`config.mk`:
```
export PLATFORM = sky130hd
export DESIGN_NAME = supervisor_reset_watchdog
export DESIGN_NICKNAME = d
export VERILOG_FILES = /design/src/supervisor_pkg.sv /design/src/mr_debounce.sv /design/src/supervisor_reset_watchdog.sv
export SDC_FILE = /design/constraint.sdc
export NUM_CORES = 1
export LEC_CHECK = 0
export BUFFER_PORTS_ARGS = -buffer_cell sky130_fd_sc_hd__buf_4
export CAP_MARGIN = 20
export CORE_MARGIN = 10
export CORE_UTILIZATION = 51
export CTS_BUF_LIST = sky130_fd_sc_hd__clkbuf_16
export DETAILED_ROUTE_END_ITERATION = 12
export GPL_ROUTABILITY_DRIVEN = 1
export PLACE_DENSITY = 0.75
export RECOVER_POWER = 100
export SLEW_MARGIN = 20
export SYNTH_ARGS = -nofsm -noshare
export SYNTH_HDL_FRONTEND = slang
export SYNTH_SLANG_ARGS = --single-unit
```
`constraint.sdc`:
```
create_clock -name clk_sys -period 5.32 [get_ports clk_sys]
set_input_delay 1.064 -clock clk_sys [delete_from_list [all_inputs] [get_ports clk_sys]]
set_output_delay 1.064 -clock clk_sys [all_outputs]
set_load 0.05 [all_outputs]
```
`src/supervisor_pkg.sv`:
```
// constants and types shared by the supply supervisor and its input filter
package supervisor_pkg;

    // timebase
    localparam int CLK_FREQ_KHZ     = 125000;

    // documented times in their own units
    localparam int HOLD_TIME_MS     = 200;
    localparam int WD_PERIOD_MS     = 1600;
    localparam int WD_PULSE_MIN_NS  = 50;
    localparam int DEBOUNCE_TIME_NS = 1000;

    // cycle counts derived from the times; the hold and period values are exact
    localparam int HOLD_CYCLES      = HOLD_TIME_MS * CLK_FREQ_KHZ;
    localparam int WD_CYCLES        = WD_PERIOD_MS * CLK_FREQ_KHZ;
    localparam int DEBOUNCE_CYCLES  = (DEBOUNCE_TIME_NS * CLK_FREQ_KHZ + 999999) / 1000000;
    localparam int WD_PULSE_CYCLES  = (WD_PULSE_MIN_NS * CLK_FREQ_KHZ + 999999) / 1000000;

    // counter widths
    localparam int CNT_W            = 28;
    localparam int DB_CNT_W         = 8;

    // reset values
    localparam logic MANUAL_IDLE_LEVEL = 1'b1;
    localparam logic WD_IDLE_LEVEL     = 1'b0;

    // reset output states, gray coded
    typedef enum logic [1:0] {
        STATE_HOLD = 2'b00,
        STATE_RUN  = 2'b01
    } sup_state_e;

endpackage : supervisor_pkg

```
`src/mr_debounce.sv`:
```
// contact bounce filter for the manual reset input
`timescale 1ns/100ps
module manual_debounce #(
    parameter int STABLE_CYCLES = supervisor_pkg::DEBOUNCE_CYCLES
) (
    // clock and reset
    input  wire logic clk_sys,
    input  wire logic srst,
    // raw and filtered level
    input  wire logic raw_level,
    output logic      clean_level
);
    import supervisor_pkg::*;

    localparam logic [DB_CNT_W-1:0] LAST = DB_CNT_W'(STABLE_CYCLES - 1);

    typedef struct packed {
        logic                level;
        logic [DB_CNT_W-1:0] cnt;
    } db_state_s;

    localparam db_state_s DB_RESET = '{level: MANUAL_IDLE_LEVEL, cnt: '0};

    db_state_s cur;
    db_state_s next_cur;

    ////////////////////////////////////////////////////////////////////////////
    // a new level is taken only after it stood for the full window
    always_comb begin
        next_cur = cur;
        if (raw_level == cur.level) begin
            next_cur.cnt = '0;                         // bounce restarts the window
        end else if (cur.cnt == LAST) begin
            next_cur.level = raw_level;
            next_cur.cnt   = '0;
        end else begin
            next_cur.cnt = cur.cnt + DB_CNT_W'(1);
        end
    end

    always_ff @(posedge clk_sys) begin
        if (srst) begin
            cur <= DB_RESET;
        end else begin
            cur <= next_cur;
        end
    end

    assign clean_level = cur.level;

    ////////////////////////////////////////////////////////////////////////////
    // checks
    AST_DB_STABLE: assert property (@(posedge clk_sys) disable iff (srst)
        $changed(cur.level) |-> $past(cur.cnt) == LAST)
        else $error("filtered level changed before the window ran out");

endmodule : manual_debounce

```
`src/supervisor_reset_watchdog.sv`:
```
// supply supervisor with reset hold timer, manual reset and watchdog
`timescale 1ns/100ps

// Overview of operation
// - Reset on low supply, watchdog, manual
// - Power-up holds reset full hold time
// - Every reset lasts full hold time
// - Low supply clears hold timer
// - Open-drain line driven low only in reset
// - Manual low holds reset, then hold time
// - Undriven manual input counts as high
// - Manual input debounced internally
// - No watchdog edge within period resets
// - Reset or any edge clears watchdog
// - Watchdog cleared during reset, counts after
// - Floating watchdog input never times out
// - Internal low-high-low pulse services floating input
// - Watchdog reset also holds full time
// - Active-high output inverse of active-low
module supervisor_reset_watchdog #(
    parameter int HOLD_CYCLES     = supervisor_pkg::HOLD_CYCLES,
    parameter int WD_CYCLES       = supervisor_pkg::WD_CYCLES,
    parameter int DEBOUNCE_CYCLES = supervisor_pkg::DEBOUNCE_CYCLES
) (
    // clock and reset
    input  wire logic clk_sys,
    input  wire logic srst,
    // supply comparator, high while supply is below trip level
    input  wire logic supply_low,
    // manual reset pin and whether anything drives it
    input  wire logic manual_reset_n,
    input  wire logic manual_reset_drive,
    // watchdog pin and whether anything drives it
    input  wire logic watchdog_toggle_in,
    input  wire logic watchdog_drive,
    // reset outputs
    output logic      reset_out_n,
    output logic      reset_out,
    output logic      reset_od_out,
    output logic      reset_od_oe
);
    import supervisor_pkg::*;

    // counts held at counter width, from the parameters
    localparam logic [CNT_W-1:0] HOLD_LAST = CNT_W'(HOLD_CYCLES - 1);
    localparam logic [CNT_W-1:0] WD_LAST   = CNT_W'(WD_CYCLES - 1);
    localparam logic [CNT_W-1:0] WD_HALF   = CNT_W'(WD_CYCLES / 2);

    typedef struct packed {
        sup_state_e       state;
        logic [CNT_W-1:0] hold_cnt;
        logic [CNT_W-1:0] wd_cnt;
        logic             wd_prev;
        logic             service;
        logic             supply_meta;
        logic             supply_sync;
    } sup_s;

    // everything comes back to a fresh hold on srst
    localparam sup_s SUP_RESET = '{
        state:       STATE_HOLD,
        hold_cnt:    '0,
        wd_cnt:      '0,
        wd_prev:     WD_IDLE_LEVEL,
        service:     1'b0,
        supply_meta: 1'b0,
        supply_sync: 1'b0
    };

    // cur is the whole state, next_cur its value for the coming edge
    sup_s cur;
    sup_s next_cur;
    // decoded helpers, combinational from cur and the pins, except manual_level, which comes from the debouncer register
    logic manual_raw;
    logic manual_level;
    logic wd_level;
    logic wd_edge;
    logic hold_cause;
    logic asserted;

    ////////////////////////////////////////////////////////////////////////////
    // input conditioning
    assign manual_raw = manual_reset_drive ? manual_reset_n : MANUAL_IDLE_LEVEL; // pull-up

    manual_debounce #(
        .STABLE_CYCLES (DEBOUNCE_CYCLES)
    ) u_manual_debounce (
        .clk_sys     (clk_sys),
        .srst        (srst),
        .raw_level   (manual_raw),
        .clean_level (manual_level)
    );

    // a floating watchdog pin is replaced by the internal service pulse
    assign wd_level   = watchdog_drive ? watchdog_toggle_in : cur.service;
    assign wd_edge    = wd_level ^ cur.wd_prev;                            // both edges
    assign hold_cause = cur.supply_sync | ~manual_level;
    assign asserted   = (cur.state == STATE_HOLD);

    ////////////////////////////////////////////////////////////////////////////
    // reset state, hold timer and watchdog counter
    always_comb begin
        next_cur             = cur;
        next_cur.supply_meta = supply_low;                 // two-flop sync
        next_cur.supply_sync = cur.supply_meta;            // only reader of the first flop
        next_cur.wd_prev     = wd_level;
        next_cur.service     = 1'b0;
        // illegal codes are caught by the default branch
        unique case (cur.state)
            STATE_HOLD: begin
                next_cur.wd_cnt = '0;                      // held clear in reset
                if (hold_cause) begin
                    next_cur.hold_cnt = '0;                // timer restarts
                end else if (cur.hold_cnt == HOLD_LAST) begin
                    next_cur.state    = STATE_RUN;         // full hold elapsed
                    next_cur.hold_cnt = '0;
                end else begin
                    next_cur.hold_cnt = cur.hold_cnt + CNT_W'(1);
                end
            end
            STATE_RUN: begin
                if (hold_cause) begin
                    next_cur.state  = STATE_HOLD;
                    next_cur.wd_cnt = '0;
                end else if (wd_edge) begin
                    next_cur.wd_cnt = '0;                  // edge beats a timeout
                end else if (cur.wd_cnt == WD_LAST) begin
                    next_cur.state  = STATE_HOLD;          // timeout, then full hold
                    next_cur.wd_cnt = '0;
                end else begin
                    next_cur.wd_cnt = cur.wd_cnt + CNT_W'(1);
                    // pulse from the half-period point on, so a pin that is let go late
                    // in a period is still serviced before the count runs out
                    next_cur.service = ~watchdog_drive && (cur.wd_cnt >= WD_HALF);
                end
            end
            default: begin
                // an illegal code falls back to a fresh hold rather than lock up
                next_cur.state    = STATE_HOLD;
                next_cur.hold_cnt = '0;
                next_cur.wd_cnt   = '0;
            end
        endcase
    end

    // one register for all state keeps the reset branch in one place
    always_ff @(posedge clk_sys) begin
        if (srst) begin
            cur <= SUP_RESET;                              // power-up starts in hold
        end else begin
            cur <= next_cur;
        end
    end

    ////////////////////////////////////////////////////////////////////////////
    // outputs, all but the constant reset_od_out straight from the state register
    assign reset_out_n  = ~asserted;
    assign reset_out    = asserted;
    assign reset_od_out = 1'b0;                            // line only ever pulled low
    assign reset_od_oe  = asserted;                        // released otherwise

    ////////////////////////////////////////////////////////////////////////////
    // checks
    AST_SUPPLY_RESET: assert property (@(posedge clk_sys) disable iff (srst)
        supply_low |-> ##3 reset_out)
        else $error("low supply did not assert reset in three cycles");

    AST_SUPPLY_CLEARS: assert property (@(posedge clk_sys) disable iff (srst)
        cur.supply_sync |=> cur.hold_cnt == '0 && reset_out)
        else $error("hold timer ran while supply was low");

    AST_FULL_HOLD: assert property (@(posedge clk_sys) disable iff (srst)
        $fell(reset_out) |-> $past(cur.hold_cnt) == HOLD_LAST && !$past(hold_cause))
        else $error("reset released before the full hold time");

    AST_HOLD_STEP: assert property (@(posedge clk_sys) disable iff (srst)
        reset_out && !hold_cause && cur.hold_cnt != HOLD_LAST
        |=> reset_out && cur.hold_cnt == $past(cur.hold_cnt) + CNT_W'(1))
        else $error("hold timer did not advance while no cause was present");

    AST_MANUAL_HOLD: assert property (@(posedge clk_sys) disable iff (srst)
        !manual_level |=> reset_out && cur.hold_cnt == '0)
        else $error("manual reset low did not hold reset");

    AST_WD_CLEAR: assert property (@(posedge clk_sys) disable iff (srst)
        reset_out |-> cur.wd_cnt == '0)
        else $error("watchdog counted during reset");

    AST_WD_START: assert property (@(posedge clk_sys) disable iff (srst)
        $fell(reset_out) && !hold_cause && !wd_edge |=> cur.wd_cnt == CNT_W'(1))
        else $error("watchdog did not start counting at release");

    AST_WD_EDGE: assert property (@(posedge clk_sys) disable iff (srst)
        !reset_out && !hold_cause && wd_edge |=> !reset_out && cur.wd_cnt == '0)
        else $error("watchdog edge did not clear the counter");

    AST_WD_TIMEOUT: assert property (@(posedge clk_sys) disable iff (srst)
        !reset_out && !wd_edge && cur.wd_cnt == WD_LAST |=> reset_out && cur.hold_cnt == '0)
        else $error("watchdog timeout did not assert reset");

    AST_WD_FLOAT: assert property (@(posedge clk_sys) disable iff (srst)
        !watchdog_drive && !reset_out |-> cur.wd_cnt <= WD_HALF + CNT_W'(2))
        else $error("floating watchdog ran past its service point");

    AST_SERVICE_ONE: assert property (@(posedge clk_sys) disable iff (srst)
        cur.service |=> !cur.service)
        else $error("internal service pulse lasted more than one cycle");

    AST_OUT_PAIR: assert property (@(posedge clk_sys) disable iff (srst)
        reset_out != reset_out_n && reset_od_oe == !reset_out_n && !reset_od_out)
        else $error("reset outputs disagree");

    // covers mark the main scenarios that the bench should reach
    COV_RELEASE:  cover property (@(posedge clk_sys) disable iff (srst) $fell(reset_out));
    COV_WD_TRIP:  cover property (@(posedge clk_sys) disable iff (srst)
        !reset_out && !wd_edge && !hold_cause && cur.wd_cnt == WD_LAST);
    COV_SERVICE:  cover property (@(posedge clk_sys) disable iff (srst) cur.service);
    COV_MANUAL:   cover property (@(posedge clk_sys) disable iff (srst)
        !reset_out ##1 !manual_level);

endmodule : supervisor_reset_watchdog

```
==> results of run 1 <==
## final cells by class
cell class	instances	area, um2
clock buffers	9	225.2
clock inverters	7	127.6
fillers	559	2576
inverters	18	67.56
multi-input cells	302	1836
flip-flops and latches	70	1401
well taps	77	96.34
repair buffers	10	56.30
## cell usage in the layout (no fill, tap or decap), types with 4 or more instances in the layout
master | netlist | final
xnor2_1 | 28 | 28
nand4_1 | 19 | 19
o21ai_0 | 16 | 16
nor4_1 | 12 | 12
nor2_1 | 56 | 56
nand2_1 | 28 | 28
a21oi_1 | 17 | 17
nand3b_1 | 5 | 5
mux2i_1 | 4 | 4
a21o_1 | 5 | 5
buf_4 | 2 | 4
nor3_1 | 14 | 14
and3_1 | 10 | 10
or3_1 | 6 | 6
clkbuf_16 | 0 | 9
xor2_1 | 13 | 13
nand3_1 | 21 | 21
and4_1 | 6 | 6
ha_1 | 5 | 5
inv_1 | 18 | 18
dfxtp_1 | 70 | 70
clkbuf_1 | 10 | 5
## logic make-up (layout without fill, tap and decap cells)
logic type                 count (synthesis)  count (layout)
AOI/OAI and AO/OA                         52              52
xor gates and xnor gates                  41              41
adders and majority gates                  5               5
buffers and inverters                     33              44
DFF                                       70              70
muxes                                      6               6
other                                      1               1
and+or+nand+nor                          197             197
## routing by layer
metal	vias up	GRT usage, %
met4	0	6.860
met2	72	22.22
met3	7	4.016
li1	1433	-
met1	1344	17.34
met5	-	0
## state kept, by name, indices dropped and copies added, names as in the netlist
name and cells:
u_manual_debounce.clean_level 1, cur 61, u_manual_debounce.cur 8
## critical path: cells and delay by family
kind / cells / cell delay (ns)
buf+inv: 1 / 0.22
simple gates: 3 / 1.34
compound gates: 2 / 0.60
## cell usage after synthesis (all sizes together)
cell	count	area share, %
o41ai	1	0.26
or2	2	0.37
mux2i	4	1.2
nand2b	1	0.19
a21bo	1	0.30
nand3b	5	1.1
a21oi	18	2.8
xor2	13	3.4
clkbuf	10	1.1
and2	4	0.74
nor4bb	2	0.59
nand3	21	3.1
o21a	3	0.67
xnor2	28	7.3
a211oi	1	0.22
o21ai	16	2.4
and4	6	1.6
buf	5	0.89
or3	6	1.1
nor3	14	2.1
nor2b	3	0.56
o2111ai	1	0.26
or4	3	0.78
a31oi	2	0.37
conb	1	0.11
a41oi	1	0.26
nand4	20	4.2
nand2	28	3.1
inv	18	2.0
mux2	2	0.67
dfxtp	70	42
nor4b	1	0.26
a21o	5	1.1
o211ai	1	0.22
o22ai	2	0.37
nor2	56	6.2
nor4	13	2.6
and3	10	1.9
nor3b	2	0.44
ha	5	1.9
## stage by stage
step / hold WS, ns / cell area, um2 / worst slack (ns) / power (W) / std cells
floorplan: 0.4138 / 3376 / 2.892 / 0.0005629 / 405
global placement: 0.4152 / 3480 / 2.378 / 0.0005698 / 477
CTS: 0.4565 / 3832 / 2.778 / 0.001274 / 493
global route: 0.4574 / 3810 / 2.118 / 0.001303 / 493
detailed placement: 0.4467 / 3480 / 2.436 / 0.0005714 / 477
finish: 0.4537 / 3810 / 2.339 / 0.001263 / 493
## power by group
part	internal, W	total (W)	leakage (nW)	switching [W]
logic	0.0000110	0.0000293	0.512	0.0000184
clock network	0.000466	0.000703	0.173	0.000237
registers	0.000527	0.000530	0.565	0.00000281
## worst max path at each step
stage	startpoint	endpoint
finish	srst	cur[57]$_SDFFE_PP0N_
detailed placement	srst	cur[52]$_SDFFE_PP0N_
floorplan	cur[60]$_SDFFE_PP0P_	reset_out
global placement	srst	cur[51]$_SDFFE_PP0N_
CTS	srst	cur[52]$_SDFFE_PP0N_
global route	srst	cur[57]$_SDFFE_PP0N_
==> impl_metrics.py, run 1 <==
metrics = {
    "run_status": {
        "status": "finished clean",
    },
    "global_route": {
        "antenna_found_initial": 0,
        "grt_pass1_vias": 2610,
        "gr-total-overflow": 0,
        "grt_usage_pct": 14.12,
        "grt_max_degree": 30,
        "grt_pass1_wl_um": 12030,
    },
    "synth": {
        "syn_inst": 405,
        "synth_top_family_by_area": "simple AND/OR/NAND/NOR gates",
        "synth_fp_nets": 417,
        "synth_adder_area_share_pct": 1.853,
        "yosysUniqueCellTypes": 45,
        "syn_area_um2": 3376,
        "avgSynthCellArea_um2": 8.335,
        "synthXorXnorAreaFrac_pct": 10.64,
        "synth_simple_gate_area_share_pct": 30.84,
        "muxShareOfSynthArea_pct": 1.853,
        "ys_ff_latch": 70,
        "synth-compound-area-share_pct": 9.192,
        "ys_warn_count": 0,
        "seq_area_frac_synth_pct": 41.51,
    },
    "floorplanning": {
        "die_w_um": 101.4,
        "io_pins": 11,
        "core_area_um2": 6386,
        "die_area_um2": 10270,
        "die_h_um": 101.4,
        "initial_core_util_pct": 52.86,
        "row_count": 29,
    },
    "detailed_routing": {
        "vias": 2856,
        "wl_met3_um": 426,
        "drt-vias-per-instance": 5.793,
        "m1WireLength_um": 3202,
        "ant_nets": 0,
        "routed_wl_um": 7030,
        "first_pass_iters": 5,
        "avgRoutedWirePerCell_um": 14.26,
        "route.met2.wl_um": 3332,
        "drt-initial-drc-count": 158,
        "top_layer": "met4",
        "drcViolationCount": 0,
    },
    "layout": {
        "fin_nets": 423,
        "drive_gt1_share_pct": 6.971,
        "fin_util_pct": 59.66,
        "num_antenna_cells": 0,
        "area_growth_pct": 12.86,
    },
    "pwr": {
        "p_leak_nw": 1.250,
        "ir_worst_vdd_v": 0.0002379,
        "power_density_nw_per_um2": 331.4,
    },
    "clock_tree": {
        "cts.reportedPaths.clkPinSlew_ns": 0.06,
        "root_buffer": "clkbuf_16",
        "cts_max_path_buffers": 2,
        "clk_latency_ns": 0.33,
        "ctsResizeCount": 0,
        "cts.sinks": 70,
        "cts_setup_buffers": 0,
        "htree_levels": 3,
        "cts_buffers": 9,
        "postCtsHoldBufs": 0,
        "cts_tree": "built",
    },
    "worst_setup_path": {
        "arrival_ns": 3.23,
        "slowest_delay_ns": 0.53,
        "cp_cell_sequence": "clkbuf_1 > nor3b_1 > and2_0 > o21ai_0 > or3_1 > o21ai_0",
        "cp_data_required_time_ns": 5.56,
        "r2r_slack_ns": 2.55,
        "endpoint_kind": "flip-flop",
        "cp_max_fo": 12,
        "reg2reg_depth": 5,
        "reg2reg_from": "cur[44]$_SDFFE_PP0N_",
        "cp-start-kind": "primary input",
        "crit_top_cell": "o21ai_0",
        "critPathSlowestCell": "or3_1",
        "rr_endpoint": "cur[58]$_SDFFE_PP0N_",
        "criticalPathCategory": "in2reg",
    },
    "place": {
        "io_buffers": 9,
        "globalplace.congestion": 0.9043,
        "post-dp-hpwl_um": 4885,
    },
    "sta": {
        "worst_pin_slew_ns": 1.406,
        "report.final.hold_viol_count": 0,
        "period_needed_ns": 2.981,
        "setup_viol": 0,
        "fin_setup_tns_ns": 0,
        "relSlewSlack_pct": 5.246,
        "skew_ns": 0.007830,
        "timing.fmax_mhz": 335.5,
        "fin_crit_sh_pct": 56.03,
        "rsz0062_at_grt": "no",
        "slew_violations": 0,
    },
    "min_path": {
        "hold_path_class": "reg2reg",
        "min_to": "cur[4]$_SDFF_PP0_",
        "min_path_cells": 1,
        "hp-start": "cur[4]$_SDFF_PP0_",
    },
    "job": {
        "cap_violations": 0,
    },
}
(Power assumes the default switching activity.)
==> run 2, diff against run 1 <==
--- a/config.mk
+++ b/config.mk
@@ -12,7 +12,7 @@
 export CTS_BUF_LIST = sky130_fd_sc_hd__clkbuf_16
 export DETAILED_ROUTE_END_ITERATION = 12
 export GPL_ROUTABILITY_DRIVEN = 1
-export PLACE_DENSITY = 0.75
+export PLACE_DENSITY = 0.78
 export RECOVER_POWER = 100
 export SLEW_MARGIN = 20
 export SYNTH_ARGS = -nofsm -noshare
==> constraint.sdc (replaced) <==
create_clock -name clk_sys -period 2.5 [get_ports clk_sys]
set_input_delay 0.5 -clock clk_sys [delete_from_list [all_inputs] [get_ports clk_sys]]
set_output_delay 0.5 -clock clk_sys [all_outputs]
set_load 0.05 [all_outputs]
==> impl_metrics.py, run 2 (synthesized netlist as in run 1, its figures left out) <==
metrics = {
    "worst_setup_path": {
        "arrival_ns": 2.39,
        "cp_max_fo": 6,
        "critical_path_buf_inv_count": 1,
        "criticalPathCategory": "reg2reg",
        "cp-start-kind": "flip-flop",
        "endpoint_kind": "flip-flop",
        "cp_data_required_time_ns": 2.72,
        "critPathSlowestCell": "or3_1",
        "cpLargestDelayFamily": "simple AND/OR/NAND/NOR gates",
        "slowest_delay_ns": 0.51,
        "cp_cell_sequence": "ha_1 > inv_1 > or3_1 > nor4_1 > o21ai_0 > mux2_2",
    },
    "detailed_routing": {
        "drt-initial-drc-count": 172,
        "avgRoutedWirePerCell_um": 14.62,
        "ant_nets": 0,
        "vias": 2932,
        "drt-vias-per-instance": 5.864,
        "routed_wl_um": 7311,
        "drcViolationCount": 0,
        "first_pass_iters": 5,
    },
    "floorplanning": {
        "die_area_um2": 10270,
        "die_h_um": 101.4,
        "core_area_um2": 6386,
        "row_count": 29,
        "initial_core_util_pct": 52.86,
        "io_pins": 11,
        "die_w_um": 101.4,
    },
    "sta": {
        "period_needed_ns": 2.163,
        "rsz0062_at_grt": "no",
        "report.final.hold_viol_count": 0,
        "skew_ns": 0.008734,
        "worst_pin_slew_ns": 0.6098,
        "whs_ns": 0.3475,
        "setup_viol": 0,
        "fin_ws_ns": 0.3368,
        "relSlewSlack_pct": 59.52,
        "slew_violations": 0,
        "fin_crit_sh_pct": 86.53,
        "timing.fmax_mhz": 462.3,
        "fin_setup_tns_ns": 0,
    },
    "place": {
        "globalplace.congestion": 0.9330,
        "io_buffers": 9,
        "post-dp-hpwl_um": 4861,
        "dp_slack_ns": 0.3997,
    },
    "clock_tree": {
        "postCtsHoldBufs": 0,
        "htree_levels": 3,
        "cts.sinks": 70,
        "cts_tree": "built",
        "root_buffer": "clkbuf_16",
        "cts_max_path_buffers": 2,
        "cts.reportedPaths.clkPinSlew_ns": 0.06,
        "cts_setup_buffers": 0,
        "ctsResizeCount": 0,
        "clk_latency_ns": 0.33,
        "cts_buffers": 9,
    },
    "global_route": {
        "grt_pass1_wl_um": 12500,
        "gr-total-overflow": 0,
        "grt_usage_pct": 14.71,
        "antenna_found_initial": 0,
        "grt_max_degree": 30,
        "grt_pass1_vias": 2698,
    },
    "layout": {
        "largest_reg_flops": 61,
        "most-common-layout-cells": "dfxtp_1, nor2_1, nand2_1, xnor2_1, nand3_1",
        "fill_cells": 546,
        "largest-register": "cur",
        "fin_nets": 430,
        "area_growth_pct": 13.49,
        "num_antenna_cells": 0,
        "regArea_um2": 1401,
        "final_common_cell": "dfxtp_1",
        "multiInputGateArea_um2": 1829,
        "drive_gt1_share_pct": 8.274,
    },
    "pwr": {
        "power_density_nw_per_um2": 677.7,
        "ir_worst_vdd_v": 0.0004417,
        "p_leak_nw": 1.275,
        "power_w": 0.002596,
    },
    "run_status": {
        "status": "finished clean",
    },
    "min_path": {
        "hold_path_class": "in2reg",
    },
    "job": {
        "cap_violations": 0,
    },
}
run 2: cell types whose count changed in the layout (fill, tap and decap cells not counted), sizes merged:
| cell | before | now |
|---|---|---|
| buf | 4 | 11 |
| bufinv | 3 | 2 |
| clkinv | 0 | 1 |
run 2: power breakdown:
part	switching [W]	leakage, nW	total [W]	internal [W]
clock network	0.000512	0.163	0.00140	0.000889
logic	0.0000405	0.548	0.0000668	0.0000263
registers	0.00000600	0.565	0.00113	0.00112
total	0.000559	1.28	0.00260	0.00204
run 2: per-layer routing:
| metal | track usage (%) | part of all wire [%] |
|---|---|---|
| met3 | 4.833 | 6.9 |
| met2 | 23.10 | 47 |
| met4 | 6.431 | 1.8 |
| met5 | 0 | 0 |
| met1 | 17.97 | 44 |
run 2: worst register-to-register path: cells and delay by family, from the launching register on:
kind / cells / cell delay (ns)
fa+ha+maj: 1 / 0.24
flops: 1 / 0.37
buf+inv: 1 / 0.12
mux: 1 / 0.28
compound gates: 1 / 0.14
simple gates: 2 / 0.90
run 2: area by class of cell:
type / count / share of cell area [%]
clock buffer: 9 / 5.879
tap: 77 / 2.515
timing repair buffer: 17 / 2.841
clock inverter: 7 / 2.678
inverter: 18 / 1.764
multi-input combinational: 302 / 47.75
sequential: 70 / 36.58
run 2: path summary, 6_finish.rpt:
check,startpoint,slack [ns],cells past startpoint,to
min,watchdog_drive,0.35,2,cur[2]$_SDFF_PP0_
max reg2reg,cur[32]$_SDFFE_PP0N_,0.34,6,cur[58]$_SDFFE_PP0N_
max,cur[32]$_SDFFE_PP0N_,0.34,6,cur[58]$_SDFFE_PP0N_
min reg2reg,cur[1]$_SDFF_PP0_,0.44,1,cur[0]$_SDFF_PP0_
run 2: per-stage QoR:
stage                     utilization (%)  instance area (um2)  instances
after floorplan                         -                 3376        405
after global placement              55.31                 3532        484
after detailed placement            55.31                 3532        484
after CTS                           60.44                 3860        500
after global routing                59.99                 3831        500
final                               59.99                 3831        500
